[config.mk]
export PLATFORM = sky130hd
export DESIGN_NAME = jmmcfg_bank
export DESIGN_NICKNAME = d
export VERILOG_FILES = /design/src/jmmcfg_pkg.sv /design/src/jmmcfg_bank.sv
export SDC_FILE = /design/constraint.sdc
export NUM_CORES = 1
export LEC_CHECK = 0
export BUFFER_PORTS_ARGS = -buffer_cell sky130_fd_sc_hd__buf_4
export CAP_MARGIN = 20
export CORE_ASPECT_RATIO = 2
export CORE_MARGIN = 2
export CORE_UTILIZATION = 27
export CTS_CLUSTER_DIAMETER = 120
export DETAILED_ROUTE_END_ITERATION = 7
export MAX_ROUTING_LAYER = met4
export PLACE_DENSITY = 0.47
export SLEW_MARGIN = 15
export SYNTH_ARGS = -nofsm -noshare
export SYNTH_HDL_FRONTEND = slang
export SYNTH_SLANG_ARGS = --single-unit
[constraint.sdc]
create_clock -name mclk_i -period 4.2 [get_ports mclk_i]
set_input_delay 0.84 -clock mclk_i [delete_from_list [all_inputs] [get_ports mclk_i]]
set_output_delay 0.84 -clock mclk_i [all_outputs]
set_load 0.01 [all_outputs]
[src/jmmcfg_pkg.sv]
// constants and types for the joystick, music and monitor config banks
package jmmcfg_pkg;

    // ------------------------------------------------------------------
    // bank selection and bus address layout
    // ------------------------------------------------------------------
    localparam int NBANK = 4;
    localparam int ADDR_W = 12;
    localparam int BANK_LSB = 10;
    localparam int IDX_LSB = 2;
    localparam logic [1:0] BANK_JOY = 2'h0;
    localparam logic [1:0] BANK_MUS = 2'h1;
    localparam logic [1:0] BANK_VMON = 2'h2;
    localparam logic [1:0] BANK_TEMP = 2'h3;

    // ------------------------------------------------------------------
    // register indexes (byte address = 4 * index within a bank)
    // ------------------------------------------------------------------
    localparam logic [7:0] IDX_ACTIVATE = 8'h30;
    localparam logic [7:0] IDX_BASE_HIGH = 8'h60;
    localparam logic [7:0] IDX_BASE_LOW = 8'h61;
    localparam logic [7:0] IDX_IRQ_SELECT = 8'h70;
    localparam logic [7:0] IDX_IRQ_TYPE = 8'h71;
    localparam logic [7:0] IDX_DMA_REPORT_A = 8'h74;
    localparam logic [7:0] IDX_DMA_REPORT_B = 8'h75;
    localparam logic [7:0] IDX_PIN_CONFIG = 8'hF0;

    // ------------------------------------------------------------------
    // field positions and reset values
    // ------------------------------------------------------------------
    localparam int ACT_BIT = 0;
    localparam int IRQ_TYPE_RW_BIT = 1;
    localparam int WAKE_BIT = 4;
    localparam int IRQ_NUM_MSB = 3;
    localparam int PULLUP_BIT = 2;
    localparam int FLOAT_BIT = 0;
    localparam logic [7:0] ZERO_BYTE = 8'h00;
    localparam logic [7:0] ACTIVATE_RST = 8'h00;
    localparam logic [7:0] IRQ_SELECT_RST = 8'h00;
    localparam logic [7:0] IRQ_TYPE_RST = 8'h03;
    localparam logic [7:0] DMA_NONE = 8'h04;
    localparam logic [7:0] PIN_CONFIG_RST = 8'h00;
    // per-bank tables, element 0 is the joystick bank
    localparam logic [3:0][7:0] BASE_HIGH_RST = {8'h00, 8'h00, 8'h03, 8'h02};
    localparam logic [3:0][7:0] BASE_LOW_RST = {8'h00, 8'h00, 8'h30, 8'h00};
    localparam logic [3:0][7:0] BASE_LOW_WMASK = {8'hF0, 8'hF0, 8'hFC, 8'hF0};

    // ------------------------------------------------------------------
    // types
    // ------------------------------------------------------------------
    typedef enum logic [1:0] {
        JMM_IDLE = 2'b01,
        JMM_DONE = 2'b10
    } jmmcfg_phase_t;

    typedef struct packed {
        logic active;
        logic [7:0] base_high;
        logic [7:0] base_low;
        logic [7:0] irq_select;
        logic irq_type_rw;
    } jmmcfg_bank_t;

    typedef struct packed {
        jmmcfg_phase_t phase;
        logic [7:0] rdata;
        jmmcfg_bank_t [3:0] bank;
        logic joy_pullup;
        logic mus_pullup;
        logic mus_float;
    } jmmcfg_state_t;

    typedef struct packed {
        logic active;
        logic [15:0] base_addr;
        logic [3:0] irq_num;
        logic wake_en;
        logic irq_type_rw;
    } jmmcfg_bank_out_t;

endpackage : jmmcfg_pkg

[src/jmmcfg_bank.sv]
// configuration register banks for joystick, music, voltage and temp units
//
// The Avalon-MM register port is this design's own decision.
`timescale 1ns/100ps

module jmmcfg_bank (
    input wire logic mclk_i,                     // 125 MHz clock
    input wire logic resetn_i,                   // async reset, active low
    input wire logic [11:0] avs_address_i,       // byte address
    input wire logic avs_read_i,                 // read request
    input wire logic avs_write_i,                // write request
    input wire logic [3:0] avs_byteenable_i,     // byte lanes
    input wire logic [31:0] avs_writedata_i,     // write data
    output logic [31:0] avs_readdata_o,          // read data
    output logic avs_waitrequest_o,              // stall
    input wire logic [3:0] unit_irq_i,           // per-unit irq request
    input wire logic temp_over_temp_n_i,         // sensor over-temp, low
    input wire logic temp_smi_i,                 // sensor mgmt request
    input wire logic vmon_over_temp_n_i,         // thermistor over-temp
    input wire logic vmon_smi_i,                 // thermistor mgmt req
    input wire logic stick_pins_sel_i,           // pins in joystick use
    output jmmcfg_pkg::jmmcfg_bank_out_t [3:0] bank_cfg_o, // bank setup
    output logic [3:0] irq_req_o,                // gated irq requests
    output logic over_temp_output_n_o,           // over-temp pin, low
    output logic system_management_request_o,   // routed mgmt request
    output logic [3:0] stick_button_pullup_o,    // button pull-ups
    output logic music_receive_data_pullup_o,    // receive pull-up
    output logic music_out_float_o               // float music outputs
);

    // ------------------------------------------------------------------
    // state
    // ------------------------------------------------------------------
    jmmcfg_pkg::jmmcfg_state_t st;
    jmmcfg_pkg::jmmcfg_state_t next_st;

    logic [1:0] sel_bank;
    logic [7:0] sel_idx;
    logic sel_open;
    logic [7:0] rd_val;
    logic [7:0] wr_byte;
    logic wr_lane;

    // ------------------------------------------------------------------
    // reset image
    // ------------------------------------------------------------------
    function automatic jmmcfg_pkg::jmmcfg_state_t reset_image();
        jmmcfg_pkg::jmmcfg_state_t s;
        s = '0;
        s.phase = jmmcfg_pkg::JMM_IDLE;
        s.rdata = jmmcfg_pkg::ZERO_BYTE;
        for (int b = 0; b < jmmcfg_pkg::NBANK; b++)
        begin
            s.bank[b].active = jmmcfg_pkg::ACTIVATE_RST[jmmcfg_pkg::ACT_BIT];
            s.bank[b].base_high = jmmcfg_pkg::BASE_HIGH_RST[b];
            s.bank[b].base_low = jmmcfg_pkg::BASE_LOW_RST[b];
            s.bank[b].irq_select = jmmcfg_pkg::IRQ_SELECT_RST;
            s.bank[b].irq_type_rw =
                jmmcfg_pkg::IRQ_TYPE_RST[jmmcfg_pkg::IRQ_TYPE_RW_BIT];
        end
        s.joy_pullup = jmmcfg_pkg::PIN_CONFIG_RST[jmmcfg_pkg::PULLUP_BIT];
        s.mus_pullup = jmmcfg_pkg::PIN_CONFIG_RST[jmmcfg_pkg::PULLUP_BIT];
        s.mus_float = jmmcfg_pkg::PIN_CONFIG_RST[jmmcfg_pkg::FLOAT_BIT];
        return s;
    endfunction : reset_image

    // constant image, so the async reset branch loads constants only
    localparam jmmcfg_pkg::jmmcfg_state_t ST_RST = reset_image();

    // ------------------------------------------------------------------
    // address decode
    // ------------------------------------------------------------------
    assign sel_bank = avs_address_i[jmmcfg_pkg::BANK_LSB +: 2];
    assign sel_idx = avs_address_i[jmmcfg_pkg::IDX_LSB +: 8];
    assign wr_byte = avs_writedata_i[7:0];
    assign wr_lane = avs_byteenable_i[0];

    assign sel_open = st.bank[sel_bank].active ||
        (sel_idx == jmmcfg_pkg::IDX_ACTIVATE);

    // ------------------------------------------------------------------
    // read mux
    // ------------------------------------------------------------------
    always_comb
    begin
        rd_val = jmmcfg_pkg::ZERO_BYTE;
        if (sel_open)
        begin
            case (sel_idx)
                jmmcfg_pkg::IDX_ACTIVATE:
                begin
                    rd_val[jmmcfg_pkg::ACT_BIT] = st.bank[sel_bank].active;
                end
                jmmcfg_pkg::IDX_BASE_HIGH:
                begin
                    rd_val = st.bank[sel_bank].base_high;
                end
                jmmcfg_pkg::IDX_BASE_LOW:
                begin
                    rd_val = st.bank[sel_bank].base_low &
                        jmmcfg_pkg::BASE_LOW_WMASK[sel_bank];
                end
                jmmcfg_pkg::IDX_IRQ_SELECT:
                begin
                    rd_val = st.bank[sel_bank].irq_select;
                end
                jmmcfg_pkg::IDX_IRQ_TYPE:
                begin
                    rd_val = jmmcfg_pkg::IRQ_TYPE_RST;
                    rd_val[jmmcfg_pkg::IRQ_TYPE_RW_BIT] =
                        st.bank[sel_bank].irq_type_rw;
                end
                jmmcfg_pkg::IDX_DMA_REPORT_A,
                jmmcfg_pkg::IDX_DMA_REPORT_B:
                begin
                    rd_val = jmmcfg_pkg::DMA_NONE;
                end
                jmmcfg_pkg::IDX_PIN_CONFIG:
                begin
                    if (sel_bank == jmmcfg_pkg::BANK_JOY)
                    begin
                        rd_val[jmmcfg_pkg::PULLUP_BIT] = st.joy_pullup;
                    end
                    else if (sel_bank == jmmcfg_pkg::BANK_MUS)
                    begin
                        rd_val[jmmcfg_pkg::PULLUP_BIT] = st.mus_pullup;
                        rd_val[jmmcfg_pkg::FLOAT_BIT] = st.mus_float;
                    end
                end
                default:
                begin
                    rd_val = jmmcfg_pkg::ZERO_BYTE;
                end
            endcase
        end
    end

    // ------------------------------------------------------------------
    // bus sequencing and register writes
    // ------------------------------------------------------------------
    always_comb
    begin
        next_st = st;
        case (st.phase)
            jmmcfg_pkg::JMM_IDLE:
            begin
                if (avs_read_i || avs_write_i)
                begin
                    next_st.rdata = avs_read_i ? rd_val : jmmcfg_pkg::ZERO_BYTE;
                    next_st.phase = jmmcfg_pkg::JMM_DONE;
                end
            end
            jmmcfg_pkg::JMM_DONE:
            begin
                next_st.phase = jmmcfg_pkg::JMM_IDLE;
                if (avs_write_i && wr_lane && sel_open)
                begin
                    case (sel_idx)
                        jmmcfg_pkg::IDX_ACTIVATE:
                        begin
                            next_st.bank[sel_bank].active =
                                wr_byte[jmmcfg_pkg::ACT_BIT];
                        end
                        jmmcfg_pkg::IDX_BASE_HIGH:
                        begin
                            next_st.bank[sel_bank].base_high = wr_byte;
                        end
                        jmmcfg_pkg::IDX_BASE_LOW:
                        begin
                            next_st.bank[sel_bank].base_low = wr_byte &
                                jmmcfg_pkg::BASE_LOW_WMASK[sel_bank];
                        end
                        jmmcfg_pkg::IDX_IRQ_SELECT:
                        begin
                            next_st.bank[sel_bank].irq_select = wr_byte;
                        end
                        jmmcfg_pkg::IDX_IRQ_TYPE:
                        begin
                            next_st.bank[sel_bank].irq_type_rw =
                                wr_byte[jmmcfg_pkg::IRQ_TYPE_RW_BIT];
                        end
                        jmmcfg_pkg::IDX_PIN_CONFIG:
                        begin
                            if (sel_bank == jmmcfg_pkg::BANK_JOY)
                            begin
                                next_st.joy_pullup =
                                    wr_byte[jmmcfg_pkg::PULLUP_BIT];
                            end
                            else if (sel_bank == jmmcfg_pkg::BANK_MUS)
                            begin
                                next_st.mus_pullup =
                                    wr_byte[jmmcfg_pkg::PULLUP_BIT];
                                next_st.mus_float =
                                    wr_byte[jmmcfg_pkg::FLOAT_BIT];
                            end
                        end
                        default:
                        begin
                            next_st = next_st;
                        end
                    endcase
                end
            end
            default:
            begin
                next_st.phase = jmmcfg_pkg::JMM_IDLE;
            end
        endcase
    end

    always_ff @(posedge mclk_i or negedge resetn_i)
    begin
        if (!resetn_i)
        begin
            st <= ST_RST;
        end
        else
        begin
            st <= next_st;
        end
    end

    // ------------------------------------------------------------------
    // bus outputs
    // ------------------------------------------------------------------
    assign avs_waitrequest_o = (avs_read_i || avs_write_i) &&
        (st.phase != jmmcfg_pkg::JMM_DONE);
    assign avs_readdata_o = {24'h000000, st.rdata};

    // ------------------------------------------------------------------
    // per-bank setup and interrupt gating
    // ------------------------------------------------------------------
    genvar g;
    generate
        for (g = 0; g < jmmcfg_pkg::NBANK; g++)
        begin : g_bank
            logic req;
            if (g == int'(jmmcfg_pkg::BANK_TEMP))
            begin : g_temp
                assign req = unit_irq_i[g] || temp_smi_i || vmon_smi_i;
            end
            else
            begin : g_plain
                assign req = unit_irq_i[g];
            end
            assign irq_req_o[g] = st.bank[g].active && req;
            assign bank_cfg_o[g].active = st.bank[g].active;
            assign bank_cfg_o[g].base_addr = {st.bank[g].base_high,
                st.bank[g].base_low & jmmcfg_pkg::BASE_LOW_WMASK[g]};
            assign bank_cfg_o[g].irq_num =
                st.bank[g].irq_select[jmmcfg_pkg::IRQ_NUM_MSB:0];
            // wake-up enable only for joystick and music
            assign bank_cfg_o[g].wake_en = (g < int'(jmmcfg_pkg::BANK_VMON)) &&
                st.bank[g].irq_select[jmmcfg_pkg::WAKE_BIT];
            assign bank_cfg_o[g].irq_type_rw = st.bank[g].irq_type_rw;
        end
    endgenerate

    // ------------------------------------------------------------------
    // sensor routing; the alert signal has no destination
    // ------------------------------------------------------------------
    // over-temp to pin
    assign over_temp_output_n_o = !(st.bank[jmmcfg_pkg::BANK_TEMP].active &&
        (!temp_over_temp_n_i || !vmon_over_temp_n_i));
    assign system_management_request_o =
        st.bank[jmmcfg_pkg::BANK_TEMP].active && (temp_smi_i || vmon_smi_i);

    // ------------------------------------------------------------------
    // pin controls
    // ------------------------------------------------------------------
    // pull-ups in joystick use
    assign stick_button_pullup_o = {4{st.joy_pullup && stick_pins_sel_i}};
    assign music_receive_data_pullup_o = st.mus_pullup;
    assign music_out_float_o = st.mus_float &&
        !st.bank[jmmcfg_pkg::BANK_MUS].active;

endmodule : jmmcfg_bank

==> impl_summary.md, run 1 <==
Clock tree
The post-CTS repair timing setup buffer count is 0. The cell sitting at the root of the clock tree is a sky130_fd_sc_hd__clkbuf_16. The hold buffer count at cts is 0. The post-cts repair resize count is 0. The clock input transition at the sequential cells of the worst setup and hold paths is approximately 70 ps.

No sink is reached through more buffers than the 2 on the longest clock path. The CTS H-tree depth is 3. At the later pin of the worst-skew pair, clock insertion delay measures between 300 and 400 ps. The CTS tree is yes. The total number of clock tree sinks is 103. The number of CTS-inserted buffers is 9.

Critical path
The required time of the worst setup path is around 4400 ps. Tracing the worst setup path back leads to its startpoint at avs_address_i[10]. The setup path with the least slack is of type input pin to register. Of all nets on the critical path, the largest fanout is 30. STA classifies the critical path endpoint as a register. The count of cells along the worst register-to-register path is 4. The kind of start point of the critical path is an input pin. The arrival time at the worst endpoint is ~3200 ps.

Final layout
From synthesis to final layout, the design area changed by 13.3%. The final-stage net count is roughly 580. After filler insertion, the fill cell instance count of the layout stands at 2206. With fillers left out, the area of the finished cells amounts to roughly 0.0067 mm2.

Cells with a size suffix above 1 make up 51.9% of the layout. The number of antenna diodes in the final layout is 0.

Detailed routing
The routed wire length is about 17000 um. The detailed router used layers up to and including met4. The length of the first detailed-routing pass in iterations is 4. The final antenna-violating net count is 0. In the routed layout, each cell is associated on average with a via count of ~4.7. The number of design-rule violations left by the first detailed-router iteration is between 150 and 200. The routed layout has about 3800 vias. After detailed routing, the met3 layer carries approximately 750 um of wire. The routed design uses about 9300 um of met2 wire. The wire length per cell is between 20 and 25 um.

For this run, design rule violations remaining after detail routing come to 0. For this block, wires on met1 add up to 6510 um.

GRT
The via count of the first global-routing pass came to approximately 3800. Global routing used between 10% and 20% of the available tracks across all layers. The first global-routing pass estimated between 20000 and 30000 um of wire. The total overflow left after global routing is 0.

Entering global routing, the biggest net connects 64 pins. The number of antenna violations at the first check in global routing was 0.

Synthesis
Among all cell types in the netlist, the one instantiated most often is sky130_fd_sc_hd__buf_4. The sequential-to-total area share from yosys stat is a little over two fifths. Of the post-synthesis cell area, the dominant cell type holds between 30 and 40%.

Ranked by total cell area, the synthesized netlist is headed by sky130_fd_sc_hd__dfrtp_1 39%, sky130_fd_sc_hd__buf_4 16%, sky130_fd_sc_hd__mux2_2 15%, sky130_fd_sc_hd__mux4_2 8.4%, sky130_fd_sc_hd__dfstp_2 4.5%. The number of distinct library cells after synthesis is 46. The flip-flop and latch count after synthesis is 103. Ranked by instance count, the synthesized netlist is headed by 127 x sky130_fd_sc_hd__buf_4, 93 x sky130_fd_sc_hd__dfrtp_1, 78 x sky130_fd_sc_hd__mux2_2. Synthesis produced 484 cells. The most used flip-flop cell after synthesis is sky130_fd_sc_hd__dfrtp_1. The cell accounting for the most synthesized area is sky130_fd_sc_hd__dfrtp_1. The synthesized netlist occupies a cell area of roughly 0.0059 mm2.

The post-synthesis async set-or-reset flop share is 100%. For this run, the number of Yosys warnings is 0. In this run, synthesis inferred 0 flip-flops with an integrated enable. A synthesized cell averages roughly 12 um2.

Pwr
The cell leakage power is approximately 3.2 nW. Dividing total power by cell area gives a power density of roughly 310 mW/mm2. The maximum vdd ir drop is 0.188 mV.

Timing
Between clock sinks in the finished design, the worst skew comes to between 10 and 15 ps. The count of endpoints failing hold in the final timing report came to 0. The final max-slew violation count is 0.

The smallest clock period supported by the final layout is computed as around 2900 ps. Timing would allow up to approximately 340 MHz. The total setup violations reported at the end of the flow is 0.

Setup repair after global routing left no endpoint under its margin. For the pin with the worst max-slew slack, the measured transition is between 900 and 1000 ps. In this run the tightest slew margin relative to its limit is between 30% and 40%. The worst path uses roughly 70% of the clock period.

The sum of negative setup slack is 0 ps.

Floorplan
The I/O pin total is 198. The die boundary height is ~210 um. The core footprint is roughly 0.021 mm2. Row generation in the floorplan step produced 76 rows. The x dimension of the die is approximately 110 um. The initial utilization of the core area, before any placement, comes to 27.4%. The die area is ~0.023 mm2.

Min path
In this run the most critical hold path is launched from avs_readdata_o[1]. The worst hold path passes through 2 cells. The class of the most critical hold timing path is register to register.

Status
The run finished with clean final reports.

Flow run
The number of max-cap violations is 0.

Placement
Summing all placed instances gives a cell area of ~0.0064 mm2. Buffers placed on the I/O ports in this run total 128. The routability congestion estimate is 0.899.

Summed over all nets, the half-perimeter wirelength after detailed placement is ~13000 um.
[path summary, 6_finish.rpt]
| kind | to | slack [ps] |
|---|---|---|
| setup reg to reg | register | 1790 |
| hold / removal | avs_readdata_o[1] | 490 |
| setup / recovery | register | 1260 |
| min in group asynchronous | async pin | 560 |
| max in group asynchronous | async pin | 2720 |
| hold reg to reg | avs_readdata_o[1] | 490 |
[layout by cell type, fill, tap and decap left out, types with 6 or more instances in the layout]
cell type | Yosys | final
sky130_fd_sc_hd__conb_1 | 1 | 40
sky130_fd_sc_hd__mux4_2 | 22 | 22
sky130_fd_sc_hd__clkbuf_16 | 0 | 9
sky130_fd_sc_hd__a32oi_1 | 7 | 7
sky130_fd_sc_hd__dfrtp_1 | 93 | 93
sky130_fd_sc_hd__nand3_1 | 7 | 7
sky130_fd_sc_hd__a22o_1 | 16 | 16
sky130_fd_sc_hd__nand2_1 | 15 | 15
sky130_fd_sc_hd__mux2i_1 | 6 | 6
sky130_fd_sc_hd__o21ai_0 | 6 | 6
sky130_fd_sc_hd__dfstp_2 | 10 | 10
sky130_fd_sc_hd__nor2_1 | 19 | 19
sky130_fd_sc_hd__buf_4 | 127 | 135
sky130_fd_sc_hd__and2_1 | 6 | 6
sky130_fd_sc_hd__mux2_2 | 78 | 78
[area by class of cell]
| class | count | area [um2] | share of cell area, % |
|---|---|---|---|
| clock buffers | 11 | 233 | 3.48 |
| clock inverters | 5 | 82.6 | 1.24 |
| inverters | 2 | 7.51 | 0.112 |
| multi-input cells | 272 | 2410 | 36.1 |
| flip-flops and latches | 103 | 2590 | 38.8 |
| well taps | 273 | 342 | 5.11 |
| repair buffers | 135 | 1010 | 15.2 |
[worst max-delay path, stage by stage]
cell and delay [ps]:
sky130_fd_sc_hd__buf_4 460, sky130_fd_sc_hd__mux4_2 500, sky130_fd_sc_hd__nand4_4 180, sky130_fd_sc_hd__nor2_2 760, sky130_fd_sc_hd__mux2_2 420
[per-stage QoR]
step | utilization, % | hold WS (ps) | cells | setup slack, ps | power (mW)
2_1_floorplan | - | 451 | 523 | 1740 | 1.14
3_3_place_gp | 29.6 | 481 | 785 | 962 | 1.20
3_5_place_dp | 29.6 | 486 | 785 | 922 | 1.21
4_1_cts | 31.1 | 504 | 801 | 1310 | 2.14
5_1_grt | 31.1 | 523 | 801 | 1210 | 2.19
6_report | 31.1 | 493 | 801 | 1260 | 2.10
[logic make-up (layout without fill, tap and decap cells)]
kind of cell	Yosys count	in the layout	share of synthesized area, %
AOI/OAI and AO/OA	47	47	6.26
buffers and inverters	148	153	17.6
DFF	103	103	43.9
muxes	106	106	24.3
other	1	40	0.0636
and+or+nand+nor	79	79	7.81
[routing by layer]
metal  up-vias  global-route usage, %
met5         -                      -
li1       1651                      -
met1      1944                   17.1
met4         0                   7.25
met2       133                   27.4
met3        25                   2.72
[power by group]
part	switching [mW]	internal, mW
sequential	0.00514	1.00
combinational	0.121	0.0522
clock	0.392	0.523
Power figures use the tool's default switching activity.
==> inputs of run 2 (changes only) <==
Settings changed: PLACE_DENSITY 0.47 to 0.49.
Clock period 4.2 ns to 2.4 ns, I/O delays scaled along.
==> impl_summary.md, run 2 (synthesis gave the netlist of run 1 again) <==
Critical path
Along the worst path, the maximum fanout reaches 8. The category of the critical setup timing path is input pin to register. At the worst endpoint, the required time is 2640 ps. The capturing element type of the critical path is a register. The signal on the critical path passes through buf_4, buf_4, nor4_2, a41oi_1, nor3_2, buf_4, mux2_2. The total buffers and inverters traversed by the critical path is 3. The endpoint identified for the worst register-to-register timing path is avs_readdata_o[0]. The count of cells along the worst register-to-register path is 6. The largest individual stage delay along the critical path comes from the cell sky130_fd_sc_hd__nor4_2. Among the stages of the critical path, the cell type that occurs most often is sky130_fd_sc_hd__buf_4. The worst register-to-register path has a setup slack of ~330 ps. The cell family contributing the most delay on the critical path is simple AND/OR/NAND/NOR gates. For this run, the slowest stage of the critical path takes roughly 430 ps. STA puts the critical path data arrival time at between 2000 and 2500 ps. The kind of start point of the critical path is an input pin.

Timing
Setup repair after global routing left no endpoint under its margin. The worst setup slack after layout is around 300 ps. The count of endpoints failing hold in the final timing report came to 0. The final max-slew violation count is 0.

After layout, the worst path uses slightly below 90% of the clock period. Timing would allow up to between 400 and 500 MHz. The smallest clock period supported by the final layout is computed as ~2100 ps.

The total setup violations reported at the end of the flow is 0. Final hold analysis gives a worst-case slack of around 430 ps. Clock skew on the completed layout was measured at approximately 14 ps.

Status
The flow ran to the end, and the final reports show no timing, DRC or antenna violations.

Clock tree
The CTS H-tree depth is 3. The clock input transition at the sequential cells of the worst setup and hold paths is ~70 ps. The CTS tree is yes.

Counting the buffers created by CTS gives 9. The clock latency on the worst-skew pair is 360 ps. The post-CTS repair timing setup buffer count is 0. No sink is reached through more buffers than the 2 on the longest clock path. The total number of clock tree sinks is ~100. The tree is rooted in a sky130_fd_sc_hd__clkbuf_16.

Floorplan
The die area is 0.0231 mm2. The floorplan has 76 rows. The core footprint is 0.0215 mm2.

The floorplan step set the die width to ~110 um. The I/O pin total is 198. Once the floorplan was initialized, standard cells occupied a little over a quarter of the core.

The floorplan step set the die height to 213 um.

Pwr
VDD sags by at most 0.321 mV. For this design the static power due to leakage is 3.38 nW. For this design the ratio of total power to cell area is around 510 mW/mm2.

GRT
Across every metal layer, demand over resource in global routing totals between 10% and 20%. The first global-routing pass estimated roughly 25000 um of wire. The number of antenna violations at the first check in global routing is 0. Entering global routing, the biggest net connects 71 pins. The via count of the first global-routing pass is ~4000. The total congestion overflow after global routing is 0.

Detailed routing
The final antenna-violating net count is 0. In the routed layout, each cell is associated on average with a via count of roughly 4.6. The final routed DRC violation total is 0. The length of the first detailed-routing pass in iterations is 4. The number of design-rule violations left by the first detailed-router iteration is 237. The wire length per cell is 20.8 um. The routed wire length is roughly 17000 um.

Detailed routing inserted a total of 3817 vias.

Placement
Detailed placement ended at an HPWL of between 10000 and 15000 um. The number of I/O port buffers is ~130. The minimum setup slack after placement is -74.0 ps. After detailed placement, the design holds a cell count of between 800 and 900.

The routability congestion estimate is just under 0.9.

Flow run
Max-cap violations in this run came to 0.

Min path
The worst hold path was traced through 2 stages. The startpoint of the most critical hold path is avs_writedata_i[3]. The class of the most critical hold timing path is input pin to register.

Final layout
The top cell types in the final layout, fill and taps aside, are 155 x sky130_fd_sc_hd__buf_4, 93 x sky130_fd_sc_hd__dfrtp_1, 78 x sky130_fd_sc_hd__mux2_2, 40 x sky130_fd_sc_hd__conb_1, 22 x sky130_fd_sc_hd__mux4_2. For this run, the share of the core covered by cells in the final layout is between 30% and 40%. The final cell count without fillers is roughly 830. At the end of the flow, the number of nets in the layout was 610. The library cell used most frequently in the layout, excluding fill and tap cells, is sky130_fd_sc_hd__buf_4. The count of fill cells added during filler insertion is about 2200. Relative to the synthesized area, the layout overhead comes to 17.2%. The share of post-route cells with drive strength above 1 is roughly 54%.

The number of diodes is 0.
[run 2: cell types whose count changed in the layout (fill, tap and decap cells not counted)]
cell and delta:
sky130_fd_sc_hd__buf_12 +5, sky130_fd_sc_hd__dlygate4sd3_1 +1, sky130_fd_sc_hd__buf_4 +20, sky130_fd_sc_hd__clkbuf_1 -2, sky130_fd_sc_hd__inv_8 +1, sky130_fd_sc_hd__bufinv_16 -2
sky130_fd_sc_hd__clkinvlp_4 -3, sky130_fd_sc_hd__inv_6 +4, sky130_fd_sc_hd__clkinv_2 +1, sky130_fd_sc_hd__clkinv_4 +1
[run 2: worst register-to-register path, delay by kind of cell (launching register included)]
| kind | cells | cell delay [ps] |
|---|---|---|
| and+or+nand+nor | 1 | 100 |
| buffers and inverters | 1 | 190 |
| AOI/OAI and AO/OA | 3 | 720 |
| muxes | 1 | 510 |
| DFF | 1 | 440 |
[run 2: timing repair]
action                    in CTS  in global routing
hold endpoints to repair       4                  0
gates resized for setup        0                  0
hold buffers                   1                  0
[run 2: worst max path at each step]
stage	from	slack, ps	cells after the start	to
global route	avs_address_i[2]	260	7	register
CTS	avs_address_i[2]	310	7	register
global placement	avs_address_i[2]	-80	7	register
floorplan	avs_address_i[9]	300	5	register
finish	avs_address_i[2]	300	7	register
detailed placement	avs_address_i[2]	-70	7	register
[run 2: final cells by class]
type | instances | area [um2] | share of cell area, %
Multi-Input combinational cell | 272 | 2410 | 34.9
Clock buffer | 9 | 225 | 3.26
Inverter | 2 | 7.51 | 0.109
Sequential cell | 103 | 2590 | 37.5
Timing Repair Buffer | 161 | 1270 | 18.4
Tap cell | 273 | 342 | 4.94
Clock inverter | 7 | 60.1 | 0.869
[run 2: per-stage QoR]
stage          setup TNS, ps  instance area [um2]  total power, mW
2_1_floorplan              0                 6040             2.00
3_3_place_gp            -391                 6620             2.12
3_5_place_dp            -324                 6620             2.13
4_1_cts                    0                 6910             3.60
5_1_grt                    0                 6910             3.71
6_report                   0                 6910             3.55
[run 2: metal layers]
layer  GRT usage [%]  share of wire (%)  up-vias
met3            1.89                4.3       35
met5               -                  0        -
met1            16.1                 35     1928
met4            8.00                3.9        0
li1                -                  -     1702
met2            28.3                 57      152
[run 2: power by group]
| part | internal, mW | leakage, nW | switching, mW | total, mW |
|---|---|---|---|---|
| clock network | 0.728 | 0.143 | 0.729 | 1.46 |
| registers | 1.76 | 1.40 | 0.00917 | 1.77 |
| logic | 0.106 | 1.84 | 0.217 | 0.323 |
